**src/pssp_pkg.sv**
```systemverilog
// Summary of operation
// - Reset command restores memory and control state
// - Conversion command starts pressure or temperature
// - Conversion continues while select pin released
// - Result read shifts out MSB first
// - Repeated or unconverted read returns zero
// - Read during conversion returns zero, continues
// - Calibration memory holds eight sixteen-bit words
// - Memory read: byte command, 16-bit word
// - Address fixed, low bit is inverted select
// - I2C reset command accepted at any time
// - Busy until conversion completes, then readable
// - Master clocks 24 bits after read address
// - Device waits for acknowledge after each byte
// - Memory read: write command, then read transaction
// - Protocol pin low selects SPI, high I2C
// - SPI accepts clock modes 0 and 3
// - One-byte commands: reset, read, conversions
// - Memory read commands carry word address
package pssp_pkg;

  // Data widths
  localparam int unsigned RES_W = 24;  // Conversion result width
  localparam int unsigned CAL_W = 16;  // Calibration word width
  localparam int unsigned CAL_N = 8;   // Calibration word count

  // Command encodings
  localparam logic [7:0] CMD_RESET    = 8'h1e;
  localparam logic [7:0] CMD_ADC_READ = 8'h00;
  localparam logic [3:0] CMD_CONV_P   = 4'h4;  // Upper nibble, pressure
  localparam logic [3:0] CMD_CONV_T   = 4'h5;  // Upper nibble, temperature
  localparam logic [3:0] CMD_PROM     = 4'ha;  // Upper nibble, memory read
  localparam logic [2:0] OSR_MAX      = 3'h4;  // Highest ratio code

  // Bus constants
  localparam logic [5:0] I2C_ADDR_HI = 6'h3b;  // Fixed upper address bits
  localparam logic [3:0] BYTE_BITS   = 4'h8;   // Bits per byte

  // Reset values
  localparam logic [RES_W-1:0] RES_RST = 24'h000000;
  localparam logic [CAL_W-1:0] CAL_RST = 16'h0000;

  // I2C slave states
  typedef enum logic [2:0] {
    ST_IDLE, ST_ADDR, ST_ACK, ST_WR, ST_RD, ST_RD_ACK, ST_SKIP
  } pssp_i2c_e;

endpackage

```
**src/pssp_sync.sv**
```systemverilog
`timescale 1ns/1ps
`default_nettype none
// Two-stage synchroniser for pin inputs
module pssp_sync #(
  parameter int unsigned W = 1  // Number of bits
) (
  input  wire logic         sys_clk_i,
  input  wire logic         sys_rst_i,
  input  wire logic [W-1:0] async_i,
  output logic      [W-1:0] sync_o
);

  logic [W-1:0] meta_q;  // First stage, read only by second
  logic [W-1:0] meta_d;
  logic [W-1:0] sync_q;  // Second stage
  logic [W-1:0] sync_d;

  // Per bit next values
  for (genvar b = 0; b < W; b++) begin : g_bit
    always_comb begin
      meta_d[b] = async_i[b];
      sync_d[b] = meta_q[b];
    end
  end

  // Register both stages
  always_ff @(posedge sys_clk_i) begin
    if (sys_rst_i) begin
      meta_q <= '0;
      sync_q <= '0;
    end else begin
      meta_q <= meta_d;
      sync_q <= sync_d;
    end
  end

  assign sync_o = sync_q;

endmodule
`default_nettype wire

```
**src/pssp_port.sv**
```systemverilog
`timescale 1ns/1ps
`default_nettype none
// Serial command port: SPI or I2C slave, command decode, calibration store
module pssp_port (
  input  wire logic                         sys_clk_i,
  input  wire logic                         sys_rst_i,
  input  wire logic                         protocol_select_i,
  input  wire logic                         select_pin_n_i,
  input  wire logic                         sclk_i,
  input  wire logic                         sdi_i,
  output logic                              sdo_o,
  input  wire logic                         sda_i,
  output logic                              sda_o,
  output logic                              sda_oe_o,
  input  wire logic [pssp_pkg::CAL_N*pssp_pkg::CAL_W-1:0] prom_data_i,
  output logic                              conv_start_o,
  output logic                              conv_temp_o,
  output logic [2:0]                        conv_oversampling_ratio_o,
  output logic                              busy_o,
  input  wire logic                         conv_done_i,
  input  wire logic [pssp_pkg::RES_W-1:0]   conv_data_i
);
  import pssp_pkg::*;

  // Synchronised pins
  logic       ps_s;      // Protocol select
  logic       csn_s;     // Select pin, active low
  logic       scl_s;     // Serial clock
  logic       sdi_s;     // SPI data in
  logic       sda_s;     // I2C data
  logic       scl_h_q;   // Clock history
  logic       scl_h_d;
  logic       sda_h_q;   // Data history
  logic       sda_h_d;
  logic       scl_rise;  // Clock rising edge
  logic       scl_fall;  // Clock falling edge
  logic       i2c_start; // Start condition
  logic       i2c_stop;  // Stop condition

  // Serial engine state
  pssp_i2c_e  st_q;      // I2C state
  pssp_i2c_e  st_d;
  logic [3:0] bit_q;     // Bit counter
  logic [3:0] bit_d;
  logic [7:0] sh_q;      // Input shift register
  logic [7:0] sh_d;
  logic [24:0] out_q;    // Output shift, bit 24 on the wire
  logic [24:0] out_d;
  logic       rw_q;      // Read transaction
  logic       rw_d;
  logic       sdo_q;     // SPI data out
  logic       sdo_d;
  logic       oe_q;      // I2C pull low
  logic       oe_d;
  logic       cmd_v;     // Command byte complete
  logic [7:0] cmd;       // Command byte
  logic       spi_load;  // Load SPI output shift

  // Command and conversion state
  logic [RES_W-1:0] res_q;  // Latest result
  logic [RES_W-1:0] res_d;
  logic [RES_W-1:0] rd_q;   // Staged answer
  logic [RES_W-1:0] rd_d;
  logic [CAL_W-1:0] cal_q [CAL_N];  // Calibration words
  logic [CAL_W-1:0] cal_d [CAL_N];
  logic       busy_q;    // Conversion running
  logic       busy_d;
  logic       bad_q;     // Running conversion corrupted
  logic       bad_d;
  logic       go_q;      // Start pulse
  logic       go_d;
  logic       temp_q;    // Temperature selected
  logic       temp_d;
  logic [2:0] osr_q;     // Ratio code
  logic [2:0] osr_d;
  logic       is_conv;   // Valid conversion command
  logic       is_prom;   // Memory read command

  // Pin synchroniser
  pssp_sync #(.W(5)) u_sync (
    .sys_clk_i (sys_clk_i),
    .sys_rst_i (sys_rst_i),
    .async_i   ({protocol_select_i, select_pin_n_i, sclk_i, sdi_i, sda_i}),
    .sync_o    ({ps_s, csn_s, scl_s, sdi_s, sda_s})
  );

  // Edge and condition detection
  always_comb begin
    scl_h_d   = scl_s;
    sda_h_d   = sda_s;
    scl_rise  = scl_s & ~scl_h_q;  // Sample edge, modes 0 and 3
    scl_fall  = ~scl_s & scl_h_q;  // Shift edge
    i2c_start = scl_s & scl_h_q & sda_h_q & ~sda_s;
    i2c_stop  = scl_s & scl_h_q & ~sda_h_q & sda_s;
  end

  // Register pin history
  always_ff @(posedge sys_clk_i) begin
    if (sys_rst_i) begin
      scl_h_q <= 1'h0;
      sda_h_q <= 1'h0;
    end else begin
      scl_h_q <= scl_h_d;
      sda_h_q <= sda_h_d;
    end
  end

  // Command classes
  always_comb begin
    is_conv = (cmd[7:4] == CMD_CONV_P || cmd[7:4] == CMD_CONV_T)
              && !cmd[0] && cmd[3:1] <= OSR_MAX;
    is_prom = cmd[7:4] == CMD_PROM && !cmd[0];
  end

  // Serial engine and command execution
  always_comb begin
    st_d     = st_q;
    bit_d    = bit_q;
    sh_d     = sh_q;
    out_d    = out_q;
    rw_d     = rw_q;
    oe_d     = oe_q;
    cmd_v    = 1'h0;
    cmd      = {sh_q[6:0], ps_s ? sda_s : sdi_s};
    spi_load = 1'h0;
    res_d    = res_q;
    rd_d     = rd_q;
    cal_d    = cal_q;
    busy_d   = busy_q;
    bad_d    = bad_q;
    go_d     = 1'h0;
    temp_d   = temp_q;
    osr_d    = osr_q;
    if (!ps_s) begin  // SPI mode
      st_d = ST_IDLE;
      oe_d = 1'h0;
      if (csn_s) begin
        // Deselected: frame ends, conversion untouched
        bit_d = 4'h0;
      end else if (scl_rise && bit_q < BYTE_BITS) begin
        sh_d  = cmd;
        bit_d = 4'(bit_q + 4'h1);
        if (bit_q == BYTE_BITS - 4'h1) begin
          cmd_v    = 1'h1;
          spi_load = 1'h1;
        end
      end else if (scl_fall && bit_q == BYTE_BITS) begin
        out_d = {out_q[23:0], 1'h0};  // MSB first
      end
    end else if (i2c_start) begin  // I2C mode
      st_d  = ST_ADDR;
      bit_d = 4'h0;
      oe_d  = 1'h0;
    end else if (i2c_stop) begin
      st_d = ST_IDLE;
      oe_d = 1'h0;
    end else begin
      unique case (st_q)
        ST_IDLE, ST_SKIP: begin
          oe_d = 1'h0;
        end
        ST_ADDR, ST_WR: begin
          if (scl_rise) begin
            sh_d  = cmd;
            bit_d = 4'(bit_q + 4'h1);
            if (bit_q == BYTE_BITS - 4'h1) begin
              bit_d = 4'h0;
              st_d  = ST_ACK;
              if (st_q == ST_WR) begin
                cmd_v = 1'h1;  // Any byte, reset included
              end else if (sh_q[6:0] == {I2C_ADDR_HI, ~csn_s}) begin
                rw_d = sda_s;
              end else begin
                st_d = ST_SKIP;
              end
            end
          end
        end
        ST_ACK: begin
          if (scl_fall && bit_q == 4'h0) begin
            oe_d  = 1'h1;  // Pull low for acknowledge
            bit_d = 4'h1;
          end else if (scl_fall) begin
            bit_d = 4'h0;
            if (rw_q) begin
              st_d  = ST_RD;
              out_d = {rd_q, 1'h0};
              oe_d  = ~out_d[24];
            end else begin
              st_d = ST_WR;
              oe_d = 1'h0;
            end
          end
        end
        ST_RD: begin
          if (scl_rise) begin
            bit_d = 4'(bit_q + 4'h1);
          end else if (scl_fall && bit_q == BYTE_BITS) begin
            st_d  = ST_RD_ACK;  // Release, wait master ack
            bit_d = 4'h0;
            oe_d  = 1'h0;
          end else if (scl_fall) begin
            out_d = {out_q[23:0], 1'h0};  // MSB first
            oe_d  = ~out_d[24];
          end
        end
        ST_RD_ACK: begin
          if (scl_rise) begin
            if (sda_s) begin
              st_d = ST_SKIP;  // Not acknowledged, wait for stop
            end else begin
              bit_d = 4'h1;
            end
          end else if (scl_fall && bit_q == 4'h1) begin
            st_d  = ST_RD;  // Next byte only after ack
            bit_d = 4'h0;
            out_d = {out_q[23:0], 1'h0};
            oe_d  = ~out_d[24];
          end
        end
        default: begin
          st_d = ST_IDLE;
          oe_d = 1'h0;
        end
      endcase
    end
    // Conversion completion
    if (conv_done_i && busy_q) begin
      busy_d = 1'h0;  // Result readable only now
      res_d  = bad_q ? ~conv_data_i : conv_data_i;
      bad_d  = 1'h0;
    end
    // Command execution
    if (cmd_v) begin
      if (cmd == CMD_RESET) begin
        for (int i = 0; i < CAL_N; i++) begin
          cal_d[i] = prom_data_i[i*CAL_W +: CAL_W];
        end
        res_d  = RES_RST;
        rd_d   = RES_RST;
        busy_d = 1'h0;
        bad_d  = 1'h0;
      end else if (cmd == CMD_ADC_READ) begin
        rd_d  = busy_q ? RES_RST : res_q;
        res_d = RES_RST;  // Consumed by one read
        bad_d = busy_q | bad_d;  // Conversion goes on
      end else if (is_conv) begin
        go_d   = 1'h1;
        temp_d = cmd[4];
        osr_d  = cmd[3:1];
        busy_d = 1'h1;
        bad_d  = busy_q;
      end else if (is_prom) begin
        rd_d = {cal_q[cmd[3:1]], 8'h00};
      end
    end
    if (spi_load) begin
      out_d = {1'h0, rd_d};  // MSB appears at next falling edge
    end
    sdo_d = out_d[24];
  end

  // Register engine and command state
  always_ff @(posedge sys_clk_i) begin
    if (sys_rst_i) begin
      st_q   <= ST_IDLE;
      bit_q  <= 4'h0;
      sh_q   <= 8'h00;
      out_q  <= 25'h0;
      rw_q   <= 1'h0;
      sdo_q  <= 1'h0;
      oe_q   <= 1'h0;
      res_q  <= RES_RST;
      rd_q   <= RES_RST;
      busy_q <= 1'h0;
      bad_q  <= 1'h0;
      go_q   <= 1'h0;
      temp_q <= 1'h0;
      osr_q  <= 3'h0;
      for (int i = 0; i < CAL_N; i++) begin
        cal_q[i] <= CAL_RST;
      end
    end else begin
      st_q   <= st_d;
      bit_q  <= bit_d;
      sh_q   <= sh_d;
      out_q  <= out_d;
      rw_q   <= rw_d;
      sdo_q  <= sdo_d;
      oe_q   <= oe_d;
      res_q  <= res_d;
      rd_q   <= rd_d;
      busy_q <= busy_d;
      bad_q  <= bad_d;
      go_q   <= go_d;
      temp_q <= temp_d;
      osr_q  <= osr_d;
      cal_q  <= cal_d;
    end
  end

  // Outputs straight from flops; open-drain level is always low
  assign sdo_o                     = sdo_q;
  assign sda_o                     = 1'h0;
  assign sda_oe_o                  = oe_q;
  assign conv_start_o              = go_q;
  assign conv_temp_o               = temp_q;
  assign conv_oversampling_ratio_o = osr_q;
  assign busy_o                    = busy_q;
endmodule
`default_nettype wire

```
**config.mk**
```make
export PLATFORM = sky130hd
export DESIGN_NAME = pssp_port
export DESIGN_NICKNAME = d
export VERILOG_FILES = /design/src/pssp_pkg.sv /design/src/pssp_sync.sv /design/src/pssp_port.sv
export SDC_FILE = /design/constraint.sdc
export NUM_CORES = 1
export LEC_CHECK = 0
export BUFFER_PORTS_ARGS = -buffer_cell sky130_fd_sc_hd__buf_2
export CORE_ASPECT_RATIO = 2
export CORE_MARGIN = 4
export CORE_UTILIZATION = 40
export DETAILED_ROUTE_END_ITERATION = 8
export SYNTH_ARGS = -nofsm -noshare
export SYNTH_HDL_FRONTEND = slang
export SYNTH_HIERARCHICAL = 1
export SYNTH_SLANG_ARGS = --single-unit
```
**constraint.sdc**
```tcl
create_clock -name sys_clk_i -period 2.36 [get_ports sys_clk_i]
set_clock_uncertainty 0.05 [all_clocks]
set_input_delay 0.118 -clock sys_clk_i [delete_from_list [all_inputs] [get_ports sys_clk_i]]
set_output_delay 0.118 -clock sys_clk_i [all_outputs]
set_load 0.02 [all_outputs]
```
# After elaboration in Yosys (flattened, before gate mapping)
# Index checks and enable logic that the tools add are counted.
dict set report op_classes {
  n_addsub 1
  n_mul 0
  n_div 0
  magnitude_cmp 3
  n_eq_ne 70
  shifts 0
  muxes 99
  bitwise_logic 26
  n_reduce_logical 33
}
# operator n
set ops {}
lappend ops {{$mux 25} 14}
lappend ops {{$mux 24} 12}
lappend ops {{$pmux 25 s3} 1}
lappend ops {{$ne 4x4->1 const B} 16}
lappend ops {{$mux 4} 14}
lappend ops {{$mux 7} 7}
lappend ops {{$bmux 16 s3} 1}
lappend ops {{$ne 3x3->1 const B} 15}
lappend ops {{$mux 3} 12}
lappend ops {{$mux 1} 33}
lappend ops {{$mux 16} 2}
lappend ops {{$ne 5x5->1 const B} 6}
lappend ops {{$reduce_and 14->1} 2}
lappend ops {{$ne 2x2->1 const B} 12}
lappend ops {{$not 24->24} 1}
lappend ops {{$reduce_and 9->1} 2}
lappend ops {{$not 1->1} 16}
lappend ops {{$pmux 4 s4} 1}
lappend ops {{$reduce_and 8->1} 2}
lappend ops {{$pmux 3 s5} 1}
lappend ops {{$eq 4x3->1 const B} 3}
lappend ops {{$reduce_and 6->1} 2}
lappend ops {{$eq 3x3->1 const B} 3}
lappend ops {{$ne 3x2->1 const B} 3}
lappend ops {{other kinds (29)} 51}
dict set report totals {
  ff_bits 236
  latch_bits 0
  mem_bits_rw 0
  mem_bits_ro 0
  input_bits 160
  out_inout_bits 9
  word_cells 259
  n_memories 0
}

# Depth between registers and ports, before layout
dict set report logic_depth {
  depth_word 10
  depth_mapped 10
  depth_no_buf 8
}

# By module
# Netlist, hierarchy kept.
# mod n_inst cells_each area_per_inst_um2 seq_area_each_um2
set modules_own_cells {}
lappend modules_own_cells {pssp_port 1 1315 10687.8 4524.3}
lappend modules_own_cells {pssp_sync 1 20 262.8 200.2}

# Worst setup path before layout
# OpenSTA, ideal clock, no wires.
dict set report synth_timing {
  path_type {flip-flop to flip-flop}
  start {register bit_q[0]}
  end {register out_q[10]}
  setup_time_ns 0.070
  arrival_ns 2.002
  required_time_ns 2.240
  path_slack_ns 0.238
  stages_incl_launch_ff 10
  n_path_buf 1
  period_less_slack_ns 2.122
  path_cell_list {dfxtp_1 > inv_1 > ha_1 > and3b_1 > and3b_1 > a211oi_2 > o2bb2ai_1 > or3_1 > buf_2 > o2bb2ai_1}
}
dict set report synth_via {
  elab_chain_len 9
  word_cells_on_any_way 36
  classes_between {order compare: 1; eq/ne: 16; mux: 12; reduce/logical: 7}
}
# item line_no
set synth_lines {}
lappend synth_lines {{start: declaration} pssp_port.sv:43} ;# logic [3:0] bit_q;
lappend synth_lines {{start signal: assignment} pssp_port.sv:285} ;# bit_q <= bit_d;
lappend synth_lines {{branches (longest 9 deep; another with $lt 4x4->1)} -}
lappend synth_lines {{end signal: assignment} pssp_port.sv:287} ;# out_q <= out_d;
lappend synth_lines {{end: declaration} pssp_port.sv:47} ;# logic [24:0] out_q;
# Several ways; the timed one is not identified.
# A chain may end at the register's enable or synchronous reset.

# Worst setup path after layout
dict set report layout_timing {
  start {register sh_q[1]}
  end {register out_q[16]}
}
dict set report layout_via {
  elab_chain_len 10
  word_cells_on_any_way 14
  classes_between {order compare: 1; eq/ne: 1; mux: 9; bitwise: 1; reduce/logical: 2}
}
# item line_no
set layout_lines {}
lappend layout_lines {{start: declaration} pssp_port.sv:45} ;# logic [7:0] sh_q;
lappend layout_lines {{start signal: assignment} pssp_port.sv:268} ;# sh_q <= 8'h00;
lappend layout_lines {{start signal: assignment} pssp_port.sv:286} ;# sh_q <= sh_d;
lappend layout_lines {{$not 3->4 (not written as such)} pssp_port.sv:254} ;# rd_d = {cal_q[cmd[3:1]], 8'h00};
lappend layout_lines {{$bmux 16 s3} pssp_port.sv:254}
lappend layout_lines {{$mux 16 (not written as such) (2 in a row)} pssp_port.sv:254}
lappend layout_lines {{$mux 24} pssp_port.sv:253} ;# end else if (is_prom) begin
lappend layout_lines {{$mux 24} pssp_port.sv:247} ;# end else if (is_conv) begin
lappend layout_lines {{$mux 24} pssp_port.sv:243} ;# end else if (cmd == CMD_ADC_READ) begin
lappend layout_lines {{$mux 24 (*)} pssp_port.sv:235} ;# if (cmd == CMD_RESET) begin
lappend layout_lines {{$mux 24 (*)} pssp_port.sv:234} ;# if (cmd_v) begin
lappend layout_lines {{$mux 24 (*)} pssp_port.sv:257} ;# if (spi_load) begin
# Mark *: on every way between the ends. The rest lies on a longest branch, timed or not. The select of a mux whose other input is x is not followed.

==> out/results.ini <==
[status]
status = completed

[routing]
route.detailed.drc = 0
vias = 10734
wl_per_cell_um = 18.09
via_per_inst = 5.330
ant_nets = 0
first_iter_violations = 595
routed_wl_mm = 36.43
drtPass1Iterations = 5

[sta]
fin_crit_sh_pct = 96.12
drv_slew = 0
worst_pin_slew_ns = 0.6920
finalHoldViolCount = 0
min_period_ns = 2.268
finalSetupViolations = 0
relSlewSlack_pct = 53.38
fmax_mhz = 440.8
rsz0062_at_grt = false

[cts]
cts_tree = built
cts_root_buffer = clkbuf_16
clk_pin_slew_worst_paths_ns = 0.06
clock_path_buffers = 3
clkSinkCount = 236
clk_latency_ns = 0.52
numCtsBuffers = 22
cts_max_level = 1

[die]
fp.dieArea_um2 = 30250
fp.dieW_um = 125.0
rows = 85
core-area_um2 = 27010
start_util_pct = 40.54
num_io_pins = 169
fp.dieH_um = 242.0

[synth]
synth_ff_type = dfxtp_1
synth_cells = 1335
yosysUniqueCellTypes = 69
avgSynthCellArea_um2 = 8.203
netlist.area_leader.share_pct = 43.14
ys_ff_latch = 236
synth.area.top_cells = dfxtp_1, nand2_1, a21oi_1, mux4_2, mux2i_1
syn_area_um2 = 10950
synthArstFlopShare_pct = 0
synth_edf_count = 0
ys_warn_count = 6
syn_nets = 1498
ys_seq_area_share_pct = 43.14
synth.largest_area_cell = dfxtp_1

[cells_and_area]
stdcell_area_um2 = 14820
final.fill_count = 2540
drive_gt1_share_pct = 20.41
syn2layout_area_growth_pct = 35.35
insertedDiodeCount = 0
final_nets = 1815

[worst_setup_path]
r2r.worst_path.cells = 8
arrival_ns = 2.62
r2r_start = sh_q[1]$_SDFFE_PP0P_
worstPathRequired_ns = 2.72
crit_path_start_kind = register
reg2reg_to = out_q[16]$_SDFFE_PP0P_
worst-setup-path-type = register to register
endpoint_kind = register
r2r_slack_ns = 0.09
path_max_fanout = 16

[worst_hold_path]
hp-start = sda_i
hp-class = primary input to register
hold_path_depth = 3
min_to = u_sync/meta_q[0]$_SDFF_PP0_

[placed_design]
placed_area_um2 = 12370
dp_hpwl_mm = 25.05
portBuffers = 167
gp_congestion = 0.8782

[pwr]
p_total_w = 0.008329
power_leakage_nw = 5.320
ir_drop_uv = 452.7
power_density_nw_per_um2 = 561.9

[global_routing]
first_global_vias = 11047
track_usage_pct = 23.53
grt_pass1_wl_mm = 57.46
gr-total-overflow = 0
grt_start_max_net_pins = 92
antenna_found_initial = 0

[job]
max_cap_viol_count = 0

[cell usage in the layout (no fill, tap or decap), types with 29 or more instances in the layout]
master         instances
buf_2                166
mux4_2                32
dlygate4sd3_1        164
dfxtp_1              230
nand2_1              374
buf_4                 62
a21oi_1              216
mux2i_1               29
nor2_1                64
o21ai_0               34
a211oi_1              31
[logic make-up after synthesis]
family / Yosys count / synth area share [%]
AO/OA/AOI/OAI: 361 / 19.92
multiplexers: 63 / 9.461
AND/OR/NAND/NOR: 526 / 20.24
other: 1 / 0.03425
XOR/XNOR: 26 / 2.079
flip-flops: 236 / 43.14
buffers and inverters: 119 / 4.787
adder cells (fa/ha/maj): 3 / 0.3428
[where the power goes]
group          internal [W]  switching, W
logic              0.000390      0.000325
registers           0.00400     0.0000148
clock network       0.00208       0.00153
[what timing repair did]
action / 4_1_cts / 5_1_grt
endpoints found under the setup margin: 3 / 133
hold buffers: 164 / 0
pin swaps: 0 / 3
gates cloned: 0 / 1
resized for setup: 2 / 18
hold endpoints to repair: 174 / 0
setup buffers: 0 / 2
[registers in the layout (all words and copies together), names as in the netlist]
register                   count
bad_q                          1
bit_q                          4
busy_o                         1
cal_q                        128
conv_oversampling_ratio_o      3
conv_start_o                   1
conv_temp_o                    1
out_q                         25
rd_q                          24
res_q                         24
rw_q                           1
scl_h_q                        1
sda_h_q                        1
sda_oe_o                       1
sh_q                           7
st_q                           3
u_sync/meta_q                  5
u_sync/sync_o                  5
[worst max-delay path by stage]
stage	startpoint	endpoint	cells past startpoint	slack [ns]
after floorplan	bit_q[0]$_SDFFE_PP0P_	out_q[10]$_SDFFE_PP0P_	9	0.24
after global placement	sh_q[1]$_SDFFE_PP0P_	out_q[21]$_SDFFE_PP0P_	7	0.008
after detailed placement	u_sync/sync_o[2]$_SDFF_PP0_	bit_q[1]$_SDFFE_PP0P_	6	-0.001
after CTS	sh_q[1]$_SDFFE_PP0P_	out_q[21]$_SDFFE_PP0P_	7	0.005
after global routing	bit_q[0]$_SDFFE_PP0P_	out_q[11]$_SDFFE_PP0P_	9	0.01
final	sh_q[1]$_SDFFE_PP0P_	out_q[16]$_SDFFE_PP0P_	8	0.09
[Yosys cell counts (4+ instances only)]
cell and n:
dfxtp_1 236, nor3_1 7, a211oi_1 31, clkbuf_1 58, nor2_1 68, buf_1 8
nand3_1 12, and2_1 4, xor2_1 4, nand3b_1 5, nand2_1 375, nor2b_1 18
o21ai_0 36, xnor2_1 22, mux4_2 32, a21oi_1 216, o2bb2ai_1 21, o311a_1 14
nand2b_1 5, inv_1 8, buf_4 4, a22oi_1 10, buf_2 38, mux2i_1 29
nand4_1 6
[layer usage]
| layer | global-route usage (%) | vias up | part of all wire [%] |
|---|---|---|---|
| met5 | 0 | - | 0 |
| met4 | 15.17 | 0 | 7.1 |
| met3 | 2.560 | 130 | 3.4 |
| met2 | 45.53 | 325 | 56 |
| met1 | 23.11 | 5032 | 34 |
| li1 | - | 5247 | - |
[area by class of cell]
class                      instances  area, µm²  share of cell area (%)
clock inverter                     4      45.04                  0.3039
timing repair buffer             403       3137                   21.16
multi-input combinational        980       5759                   38.86
tap                              348      435.4                   2.938
sequential                       236       4735                   31.94
inverter                           9      33.78                  0.2279
clock buffer                      34      676.9                   4.567
[critical path, stage by stage, from the launching register on]
cell	delay [ns]
dfxtp_4	0.41
buf_12	0.17
or4_1	0.47
buf_4	0.21
a21oi_1	0.13
o21ai_0	0.27
o311a_1	0.22
a21oi_1	0.15
o2bb2ai_1	0.08
[stage by stage]
step / std cells / hold WS, ns / TNS, ns / utilization, % / worst slack [ns]
detailed placement: 1809 / 0.2810 / -0.001402 / 45.78 / -0.001402
CTS: 2011 / 0.3110 / 0 / 54.54 / 0.005070
finish: 2014 / 0.3230 / 0 / 54.87 / 0.09164
floorplan: 1335 / 0.1396 / 0 / - / 0.2377
global route: 2014 / 0.3495 / 0 / 54.87 / 0.01147
global placement: 1809 / 0.2974 / 0 / 45.78 / 0.008491
(Power assumes the default switching activity.)
